**src/rtl/mfp2_pkg.sv**
```systemverilog
// Package: register map, field layout, selector codes and timing for pin two control
package mfp2_pkg;

  // Register location and field positions
  localparam logic [7:0] MFP2_REG_OFFSET     = 8'h63;
  localparam int         MFP2_SEL_MSB        = 7;
  localparam int         MFP2_SEL_LSB        = 4;
  localparam int         MFP2_OUT_VAL_BIT    = 3;
  localparam int         MFP2_IN_VAL_BIT     = 2;
  localparam int         MFP2_DUR_BIT        = 1;
  localparam int         MFP2_RSVD_BIT       = 0;

  // Reset values
  localparam logic [3:0] MFP2_SEL_RESET      = 4'h0;
  localparam logic       MFP2_BIT_RESET      = 1'b0;

  // Selector codes
  localparam logic [3:0] MFP2_SEL_DISABLED   = 4'h0;
  localparam logic [3:0] MFP2_SEL_RESERVED   = 4'h1;
  localparam logic [3:0] MFP2_SEL_JACK_INT   = 4'h2;
  localparam logic [3:0] MFP2_SEL_GP_IN      = 4'h3;
  localparam logic [3:0] MFP2_SEL_GP_OUT     = 4'h4;
  localparam logic [3:0] MFP2_SEL_DMIC_LO    = 4'h5;
  localparam logic [3:0] MFP2_SEL_DMIC_HI    = 4'h7;
  localparam logic [3:0] MFP2_SEL_BCLK       = 4'h8;
  localparam logic [3:0] MFP2_SEL_HS_BTN     = 4'h9;
  localparam logic [3:0] MFP2_SEL_ALL4       = 4'ha;
  localparam logic [3:0] MFP2_SEL_SC_ALC     = 4'hb;
  localparam logic [3:0] MFP2_SEL_HS_BTN_SC  = 4'hc;
  localparam logic [3:0] MFP2_SEL_SC         = 4'hd;
  localparam logic [3:0] MFP2_SEL_ALC        = 4'he;
  localparam logic [3:0] MFP2_SEL_BTN        = 4'hf;

  // Timing
  localparam int         MFP2_CLK_MHZ        = 100;
  localparam int         MFP2_PULSE_US       = 2000;
  localparam int         MFP2_PULSE_CYC      = MFP2_PULSE_US * MFP2_CLK_MHZ;
  localparam int         MFP2_GAP_US         = 2000;
  localparam int         MFP2_GAP_CYC        = MFP2_GAP_US * MFP2_CLK_MHZ;

  // Interrupt sources
  typedef struct packed {
    logic headset;
    logic button;
    logic short_circuit;
    logic level_noise;
  } mfp2_irq_s;

  // Register write request
  typedef struct packed {
    logic       wr;
    logic [7:0] addr;
    logic [7:0] data;
  } mfp2_wr_s;

  typedef enum logic [1:0] {
    MFP2_IDLE,
    MFP2_PULSE,
    MFP2_GAP
  } mfp2_state_e;

endpackage

```
**src/rtl/mfp2_pin_ctrl.sv**
```systemverilog
// Function selection and control of the second multi-function pin
//
// Summary of operation
// - Selector bits 7..4, zero disables pin.
// - Code 0010 outputs headset detect, active high.
// - Code 0011 is input, driver off.
// - Bit 2 reads sampled pin level.
// - Code 0100 is general-purpose output.
// - Bit 3 sets driven output level.
// - Codes 0101-0111 microphone data, both edges.
// - Code 1000 bit clock, direction from bus.
// - Code 1001 outputs headset OR button.
// - Code 1010 outputs OR of four sources.
// - Code 1101 outputs short-circuit only.
// - Duration bit 0 gives single 2 ms pulse.
// - Duration bit 1 repeats pulses until flags read.
`timescale 1ns/1ns
module mfp2_pin_ctrl
  import mfp2_pkg::*;
#(
  parameter int PULSE_CYC = MFP2_PULSE_CYC,
  parameter int GAP_CYC   = MFP2_GAP_CYC
) (
  input  wire logic      clk_sys,
  input  wire logic      reset,
  input  wire mfp2_wr_s  reg_wr,
  output logic [7:0]     reg_rdata,
  input  wire mfp2_irq_s irq_src,
  input  wire logic      flags_read,
  input  wire logic      bclk_out,
  input  wire logic      bclk_is_master,
  input  wire logic      dmic_clk,
  output logic [1:0]     dmic_data,
  output logic           dmic_valid,
  output logic           bclk_in,
  input  wire logic      pin_in,
  output logic           pin_out,
  output logic           pin_oe
);

  localparam int CNT_W = $clog2((PULSE_CYC > GAP_CYC ? PULSE_CYC : GAP_CYC) + 1);
  localparam logic [CNT_W-1:0] PULSE_LAST = CNT_W'(PULSE_CYC - 1);
  localparam logic [CNT_W-1:0] GAP_LAST   = CNT_W'(GAP_CYC - 1);

  logic [3:0]       sel;
  logic             out_val;
  logic             dur_cont;
  logic             in_val;
  logic             irq_sel;
  logic             irq_sel_d;
  logic             irq_pending;
  logic             dmic_clk_d;
  logic             dmic_rise_seen;
  logic [CNT_W-1:0] cnt;
  mfp2_state_e      state;
  logic             next_pin_out;
  logic             next_pin_oe;

  // Selected interrupt source for a selector code
  function automatic logic sel_irq(input logic [3:0] code, input mfp2_irq_s s);
    case (code)
      MFP2_SEL_JACK_INT:  sel_irq = s.headset;
      MFP2_SEL_HS_BTN:    sel_irq = s.headset | s.button;
      MFP2_SEL_ALL4:      sel_irq = s.headset | s.button | s.short_circuit | s.level_noise;
      MFP2_SEL_SC_ALC:    sel_irq = s.short_circuit | s.level_noise;
      MFP2_SEL_HS_BTN_SC: sel_irq = s.headset | s.button | s.short_circuit;
      MFP2_SEL_SC:        sel_irq = s.short_circuit;
      MFP2_SEL_ALC:       sel_irq = s.level_noise;
      MFP2_SEL_BTN:       sel_irq = s.button;
      default:            sel_irq = 1'b0;
    endcase
  endfunction

  // True when the code routes an interrupt to the pin
  function automatic logic is_irq_code(input logic [3:0] code);
    is_irq_code = (code == MFP2_SEL_JACK_INT) || (code >= MFP2_SEL_HS_BTN);
  endfunction

  // Control register writes; reserved bit is never stored
  always_ff @(posedge clk_sys or posedge reset) begin
    if (reset) begin
      sel      <= MFP2_SEL_RESET;
      out_val  <= MFP2_BIT_RESET;
      dur_cont <= MFP2_BIT_RESET;
    end else if (reg_wr.wr && reg_wr.addr == MFP2_REG_OFFSET) begin
      sel      <= reg_wr.data[MFP2_SEL_MSB:MFP2_SEL_LSB];
      out_val  <= reg_wr.data[MFP2_OUT_VAL_BIT];
      dur_cont <= reg_wr.data[MFP2_DUR_BIT];
    end
  end

  // Sampled pin level
  always_ff @(posedge clk_sys or posedge reset) begin
    if (reset) begin
      in_val <= MFP2_BIT_RESET;
    end else begin
      in_val <= pin_in;
    end
  end

  // Read-back with reserved bit held at zero
  always_ff @(posedge clk_sys or posedge reset) begin
    if (reset) begin
      reg_rdata <= 8'h00;
    end else begin
      reg_rdata <= {sel, out_val, in_val, dur_cont, 1'b0};
    end
  end

  // Interrupt edge capture, held until flags are read only while the duration bit is set
  always_ff @(posedge clk_sys or posedge reset) begin
    if (reset) begin
      irq_sel     <= 1'b0;
      irq_sel_d   <= 1'b0;
      irq_pending <= 1'b0;
    end else begin
      irq_sel   <= sel_irq(sel, irq_src);
      irq_sel_d <= irq_sel;
      if (irq_sel && !irq_sel_d) begin
        irq_pending <= 1'b1; // New event wins over a flags read
      end else if (!dur_cont || flags_read || !is_irq_code(sel)) begin
        irq_pending <= 1'b0;
      end
    end
  end

  // Pulse generator: one pulse, or a train until flags are read
  always_ff @(posedge clk_sys or posedge reset) begin
    if (reset) begin
      state <= MFP2_IDLE;
      cnt   <= '0;
    end else begin
      case (state)
        MFP2_IDLE: begin
          cnt <= '0;
          if (irq_sel && !irq_sel_d && is_irq_code(sel)) begin
            state <= MFP2_PULSE;
          end
        end
        MFP2_PULSE: begin
          if (cnt == PULSE_LAST) begin
            cnt   <= '0;
            state <= MFP2_GAP;
          end else begin
            cnt <= cnt + 1'b1;
          end
        end
        MFP2_GAP: begin
          if (cnt == GAP_LAST) begin
            cnt   <= '0;
            state <= (dur_cont && irq_pending) ? MFP2_PULSE : MFP2_IDLE;
          end else begin
            cnt <= cnt + 1'b1;
          end
        end
        default: begin
          state <= MFP2_IDLE;
          cnt   <= '0;
        end
      endcase
    end
  end

  // Pin drive selection
  always_comb begin
    next_pin_out = 1'b0;
    next_pin_oe  = 1'b0;
    if (sel == MFP2_SEL_GP_OUT) begin
      next_pin_out = out_val;
      next_pin_oe  = 1'b1;
    end else if (sel == MFP2_SEL_BCLK) begin
      next_pin_out = bclk_out;
      next_pin_oe  = bclk_is_master;
    end else if (is_irq_code(sel)) begin
      next_pin_out = (state == MFP2_PULSE);
      next_pin_oe  = 1'b1;
    end
    // Disabled, reserved, input and microphone codes leave the pin undriven
  end

  // Registered pin outputs
  always_ff @(posedge clk_sys or posedge reset) begin
    if (reset) begin
      pin_out <= 1'b0;
      pin_oe  <= 1'b0;
    end else begin
      pin_out <= next_pin_out;
      pin_oe  <= next_pin_oe;
    end
  end

  // Bit clock input path when the serial bus is a slave
  always_ff @(posedge clk_sys or posedge reset) begin
    if (reset) begin
      bclk_in <= 1'b0;
    end else begin
      bclk_in <= (sel == MFP2_SEL_BCLK) && !bclk_is_master && pin_in;
    end
  end

  // Microphone data taken on both clock edges, delivered as a pair
  always_ff @(posedge clk_sys or posedge reset) begin
    if (reset) begin
      dmic_clk_d     <= 1'b0;
      dmic_rise_seen <= 1'b0;
      dmic_data      <= 2'h0;
      dmic_valid     <= 1'b0;
    end else begin
      dmic_clk_d <= dmic_clk;
      dmic_valid <= 1'b0;
      if (sel >= MFP2_SEL_DMIC_LO && sel <= MFP2_SEL_DMIC_HI) begin
        if (dmic_clk && !dmic_clk_d) begin
          dmic_data[1]   <= pin_in;
          dmic_rise_seen <= 1'b1;
        end else if (!dmic_clk && dmic_clk_d && dmic_rise_seen) begin
          dmic_data[0]   <= pin_in;
          dmic_valid     <= 1'b1;
          dmic_rise_seen <= 1'b0;
        end
      end else begin
        dmic_rise_seen <= 1'b0;
      end
    end
  end

  // Pin is never driven while disabled or input
  property p_undriven_modes;
    @(posedge clk_sys) disable iff (reset)
    (sel == MFP2_SEL_DISABLED || sel == MFP2_SEL_GP_IN) |=> !pin_oe;
  endproperty
  a_undriven_modes: assert property (p_undriven_modes)
    else $error("pin driven in undriven mode");

  property p_disabled_low;
    @(posedge clk_sys) disable iff (reset)
    sel == MFP2_SEL_DISABLED |=> !pin_out && !pin_oe;
  endproperty
  a_disabled_low: assert property (p_disabled_low)
    else $error("disabled pin active");

  property p_gp_out;
    @(posedge clk_sys) disable iff (reset)
    sel == MFP2_SEL_GP_OUT |=> pin_oe && pin_out == $past(out_val);
  endproperty
  a_gp_out: assert property (p_gp_out)
    else $error("output level mismatch");

  property p_in_readback;
    @(posedge clk_sys) disable iff (reset)
    1'b1 |-> ##2 reg_rdata[MFP2_IN_VAL_BIT] == $past(pin_in, 2);
  endproperty
  a_in_readback: assert property (p_in_readback)
    else $error("input readback wrong");

  property p_rsvd_zero;
    @(posedge clk_sys) disable iff (reset)
    1'b1 |-> !reg_rdata[MFP2_RSVD_BIT];
  endproperty
  a_rsvd_zero: assert property (p_rsvd_zero)
    else $error("reserved bit reads one");

  property p_pulse_starts;
    @(posedge clk_sys) disable iff (reset)
    (state == MFP2_IDLE && irq_sel && !irq_sel_d && is_irq_code(sel)) |=> state == MFP2_PULSE;
  endproperty
  a_pulse_starts: assert property (p_pulse_starts)
    else $error("interrupt pulse not started");

  property p_single_ends;
    @(posedge clk_sys) disable iff (reset)
    (state == MFP2_GAP && cnt == GAP_LAST && !dur_cont) |=> state == MFP2_IDLE;
  endproperty
  a_single_ends: assert property (p_single_ends)
    else $error("single pulse repeated");

  property p_train_repeats;
    @(posedge clk_sys) disable iff (reset)
    (state == MFP2_GAP && cnt == GAP_LAST && dur_cont && irq_pending) |=> state == MFP2_PULSE;
  endproperty
  a_train_repeats: assert property (p_train_repeats)
    else $error("pulse train stopped early");

  property p_sc_only;
    @(posedge clk_sys) disable iff (reset)
    sel == MFP2_SEL_SC && $stable(sel) |=> irq_sel == $past(irq_src.short_circuit);
  endproperty
  a_sc_only: assert property (p_sc_only)
    else $error("short-circuit routing wrong");

  // Bit clock pin drives only while the serial bus is master
  property p_bclk_dir;
    @(posedge clk_sys) disable iff (reset)
    sel == MFP2_SEL_BCLK |=> pin_oe == $past(bclk_is_master);
  endproperty
  a_bclk_dir: assert property (p_bclk_dir)
    else $error("bit clock direction wrong");

  c_gp_out:  cover property (@(posedge clk_sys) disable iff (reset) sel == MFP2_SEL_GP_OUT && pin_out);
  c_pulse:   cover property (@(posedge clk_sys) disable iff (reset) state == MFP2_PULSE);
  c_train:   cover property (@(posedge clk_sys) disable iff (reset)
                             state == MFP2_GAP ##1 state == MFP2_PULSE);
  c_dmic:    cover property (@(posedge clk_sys) disable iff (reset) dmic_valid);

endmodule

```
**config.mk**
```make
export PLATFORM = sky130hd
export DESIGN_NAME = mfp2_pin_ctrl
export DESIGN_NICKNAME = d
export VERILOG_FILES = /design/src/rtl/mfp2_pkg.sv /design/src/rtl/mfp2_pin_ctrl.sv
export SDC_FILE = /design/constraint.sdc
export NUM_CORES = 1
export LEC_CHECK = 0
export BUFFER_PORTS_ARGS = -buffer_cell sky130_fd_sc_hd__buf_4
export CAP_MARGIN = 10
export CORE_MARGIN = 4
export CORE_UTILIZATION = 41
export CTS_CLUSTER_DIAMETER = 50
export DETAILED_ROUTE_END_ITERATION = 7
export SKIP_CTS_REPAIR_TIMING = 1
export SYNTH_ARGS = -nofsm -noshare
export SYNTH_HDL_FRONTEND = slang
export SYNTH_SLANG_ARGS = --single-unit
```
**constraint.sdc**
```tcl
create_clock -name clk_sys -period 5.2 [get_ports clk_sys]
set_clock_uncertainty 0.15 [all_clocks]
set_input_delay 1.04 -clock clk_sys [delete_from_list [all_inputs] [get_ports clk_sys]]
set_output_delay 1.04 -clock clk_sys [all_outputs]
set_load 0.02 [all_outputs]
```
# Word level (Yosys, flattened, before mapping)
# Index checks and enable logic that the tools add are counted.
dict set report totals {
  register_bits 45
  input_bits 28
  elab_cells 92
}
dict set report classes {
  n_addsub 1
  n_lt_le_gt_ge 3
  eq_ne 18
  n_mux 22
  bitwise_logic 5
  n_reduce_logical 25
}
# cell count
set ops {}
lappend ops {{18-bit two-way mux} 2}
lappend ops {{4-bit == test, second input constant} 8}
lappend ops {{18-bit by 1-bit adder with 18-bit output, second input constant} 1}
lappend ops {{18-bit == test, second input constant} 1}
lappend ops {{1-bit two-way mux} 15}
lappend ops {{1-bit logical AND} 10}
lappend ops {{8-bit by 7-bit == test with 1-bit output, second input constant} 1}
lappend ops {{1-bit one-hot mux with 8 select lines} 1}
lappend ops {{1-bit zero test} 6}
lappend ops {{2-bit two-way mux} 3}
lappend ops {{2-bit inequality test, second input constant} 3}
lappend ops {{2-bit one-hot mux with 3 select lines} 1}
lappend ops {{3-bit AND reduction} 2}
lappend ops {{4-bit by 2-bit == test with 1-bit output, second input constant} 1}
lappend ops {{4-bit by 3-bit == test with 1-bit output, second input constant} 1}
lappend ops {{4-bit by 3-bit greater-or-equal comparator with 1-bit output, second input constant} 1}
lappend ops {{4-bit greater-or-equal comparator, second input constant} 1}
lappend ops {{4-bit by 3-bit <= comparator with 1-bit output, second input constant} 1}
lappend ops {{1-bit OR} 4}
lappend ops {{1-bit logical OR} 3}
lappend ops {{3-bit by 1-bit inequality test with 1-bit output, second input constant} 1}
lappend ops {{2-bit by 1-bit == test with 1-bit output, second input constant} 1}
lappend ops {{2-bit == test, second input constant} 1}
lappend ops {{2-bit zero test} 1}
lappend ops {{other kinds (4)} 4}

# Logic depth before layout (Yosys ltp)
dict set report logic_depth {
  depth_word 6
  depth_mapped 6
}

# Least setup slack after synthesis
# Ideal clock, no wire load.
dict set report synth_path {
  path_type {input port to flip-flop}
  from {in reg_wr[10] in the netlist's numbering}
  to {reg dur_cont}
  setup_time_ns 0.125
  t_arrival_ns 2.306
  required_ns 4.925
  setup_slack_ns 2.619
  path_stages 4
  path_buffers 0
  cell_sequence {nor4b_1 > nand3_1 > nor3_1 > mux2_2}
}
dict set report synth_via {
  elab_chain_len 2
}
# element line
set synth_rtl {}
lappend synth_rtl {{start: declaration} mfp2_pin_ctrl.sv:26} ;# input wire mfp2_wr_s reg_wr,
lappend synth_rtl {{8-bit by 7-bit == test with 1-bit output} mfp2_pin_ctrl.sv:85} ;# end else if (reg_wr.wr && reg_wr.addr == MFP2_REG_OFFSET) begin
lappend synth_rtl {{1-bit logical AND} mfp2_pin_ctrl.sv:85}
lappend synth_rtl {{end signal: assignment} mfp2_pin_ctrl.sv:88} ;# dur_cont <= reg_wr.data[MFP2_DUR_BIT];
lappend synth_rtl {{end: declaration} mfp2_pin_ctrl.sv:47} ;# logic dur_cont;
# Every way passes these cells.
# A chain may end at the register's enable or synchronous reset.

# Worst setup path after layout
dict set report layout_path {
  from {in reg_wr[10] in the netlist's numbering}
  to {reg sel[0]}
}
dict set report layout_via {
  elab_chain_len 2
}
# element line
set layout_rtl {}
lappend layout_rtl {{8-bit by 7-bit == test with 1-bit output} mfp2_pin_ctrl.sv:85}
lappend layout_rtl {{1-bit logical AND} mfp2_pin_ctrl.sv:85}
lappend layout_rtl {{end signal: assignment} mfp2_pin_ctrl.sv:86} ;# sel <= reg_wr.data[MFP2_SEL_MSB:MFP2_SEL_LSB];
lappend layout_rtl {{end: declaration} mfp2_pin_ctrl.sv:45} ;# logic [3:0] sel;
# Every way passes these cells.

==> flow_summary.toml <==
[flow_run]
cap_violations = 0

[critical_path]
critPathKind = "input port to register"
crit_slowest_cell = "nor3_1"
start_kind = "input port"
cp-end-kind = "register"
path_max_fanout = 6
crit_path_cell_trace = "buf_4, nor4b_1, nand3_1, nor3_1, mux2_2"
cp.arrival_ns = 2.65
crit_required_ns = 5.23
critPathMaxStageDelay_ns = 0.69
r2r_slack_ns = 2.96

[sta]
post-route-period-util_pct = 50.4
fmax_mhz = 382
slew_headroom_pct = 37.0
grt_setup_unrepaired = "no"
slew_viol_final = 0
min_period_ns = 2.62
hold_ws_ns = 0.204
tightest_slew_ns = 0.943
fin_tns_setup_ns = 0
setup_viol = 0
hold_viol = 0

[logic_synthesis]
syn_inst = 207
synth_top_area_share_pct = 52.4
synth.avg_cell_area_um2 = 10.4
synth_area_leaders = "dfrtp_1 52%, mux2_2 4.2%, nor2_1 3.8%"
synth_area_mm2 = 0.00215
ys.flop_type = "dfrtp_1"
post_synth_num_cell_types = 48
yosys_warnings = 0
seq_area_frac_synth_pct = 52.4
synth_edf_count = 0
synthesis.nets = 240
async_reset_ff_share_pct = 100
synth-seq-cells = 45
synth_top_area_cell = "dfrtp_1"

[clock_tree]
insertion_delay_ns = 0.29
cts_buffers = 5
clock_sinks = 45
cts_tree = "yes"
clk_pin_slew_ns = 0.09
cts_buffer_depth = 2
htreeDepth = 2
cts_root_buffer = "clkbuf_8"

[grt]
grt_max_degree = 46
grt-busiest-layer = "met2"
met3_usage_pct = 4.37
grt_pass1_wl_um = 7200
gr-total-overflow = 0
met2_usage_pct = 21.0
grt_usage_pct = 14.3
antenna_found_initial = 0
grt_use_met1_pct = 20.1
grt_pass1_vias = 1523

[detailed_routing]
drt_wl_total_um = 4210
firstDrtPassIters = 4
via_per_inst = 5.16
drc = 0
vias = 1626
drtIter0Drc = 104
routedWlPerCell_um = 13.4
ant_nets = 0

[power]
intPower_uw = 529
switching_power_uw = 227
seqPwrFrac_pct = 52.4
p_leak_uw = 0.00113
comb_power_share_pct = 18.6
ir_drop_uv = 117
p_per_area_mw_per_mm2 = 293
fin_total_pwr_uw = 756
power_frac_clock_pct = 29.0
swShare_pct = 30.0

[floorplan]
start_util_pct = 42.1
die-width_um = 80.4
core_mm2 = 0.00511
dieArea_mm2 = 0.00646
die_y_um = 80.4
num_io_pins = 42
rows = 26

[finish]
layout_commonest_cell = "dfrtp_1"
regArea_mm2 = 0.00113
nets = 277
multi_input_area_um2 = 962
post_route_cells_drive_above_1_share_pct = 26.1
syn2layout_area_growth_pct = 19.9
most-common-layout-cells = "45 x dfrtp_1, 38 x buf_4, 22 x nor2_1"
fillCellCount = 485
antenna_cells_inserted = 0

[placed_design]
port_buffers = 38
gp_congestion = 0.742
hpwl_um = 2940

[hold_path]
hold_class = "register to register"

[outcome]
run_status = "finished clean"
## sequential cells by signal, indices dropped and copies added (netlist names)
signal,count
irq_sel_d,1
in_val,1
irq_pending,1
bclk_in,1
dmic_clk_d,1
state,2
irq_sel,1
out_val,1
cnt,18
dmic_rise_seen,1
pin_oe,1
dmic_valid,1
dmic_data,2
reg_rdata,7
pin_out,1
sel,4
dur_cont,1
## per-layer routing
metal	part of all wire (%)	up-vias	wire length (um)
li1	-	809	-
met1	48	770	2000
met2	46	40	1940
met3	5.0	7	211
met4	1.4	0	57
met5	0	-	0
## final cells by class
class | instances | area share [%]
Sequential cell | 45 | 43.7
Multi-Input combinational cell | 148 | 37.4
Timing Repair Buffer | 38 | 11.1
Tap cell | 70 | 3.40
Clock buffer | 5 | 2.67
Clock inverter | 3 | 0.875
Inverter | 6 | 0.875
## power groups by stage
stage                     Clock [uW]  Sequential (uW)  Combinational [uW]
after floorplan                    0              403                94.3
after global placement             0              403                 140
after detailed placement           0              403                 142
after CTS                        229              396                 143
after global routing             245              402                 157
final                            219              396                 141
## path summary, 6_finish.rpt
| path | startpoint | cells past startpoint | end |
|---|---|---|---|
| max reg2reg | cnt[15] | 3 | cnt[3] |
| max | reg_wr[10] | 5 | sel[0] |
| max in group asynchronous | reset | 2 | cnt[11] |
| min | in_val | 0 | reg_rdata[2] |
| min in group asynchronous | reset | 2 | dmic_valid |
| min reg2reg | in_val | 0 | reg_rdata[2] |
## through the flow
stage          worst slack (ns)  instance area [um2]  util [%]  instances
2_1_floorplan              2.62                 2150         -        207
3_3_place_gp               2.23                 2480      48.6        307
3_5_place_dp               2.25                 2480      48.6        307
4_1_cts                    2.57                 2570      50.4        315
5_1_grt                    2.46                 2570      50.4        315
6_report                   2.58                 2570      50.4        315
## worst max-delay path, delay by kind of cell
kind	cells	cell delay, ns
buf+inv	1	0.11
mux	1	0.41
simple gates	3	1.09
## Yosys cell counts (2+ instances only)
master,instances
nand2_1,14
nor4b_1,2
a31oi_1,2
ha_1,5
nand3_1,7
a21oi_1,11
dfrtp_1,45
nor3_1,4
buf_2,2
or4_1,2
or3_2,2
a22oi_1,2
or2_2,2
nor4bb_1,2
nor4_1,3
xnor2_1,6
or3_1,2
nor2_1,22
xor2_1,4
nand2b_1,5
inv_1,6
a211o_1,3
mux2_2,8
o21ai_0,11
o31ai_1,2
nand4_1,8
clkbuf_1,4
## logic make-up after synthesis
group,share of synthesized area (%)
flops,52.4
simple gates,21.5
other cells,0.175
xor+xnor,4.08
compound gates,11.5
buf+inv,2.80
mux,4.66
fa+ha+maj,2.91
Power figures use the tool's default switching activity.
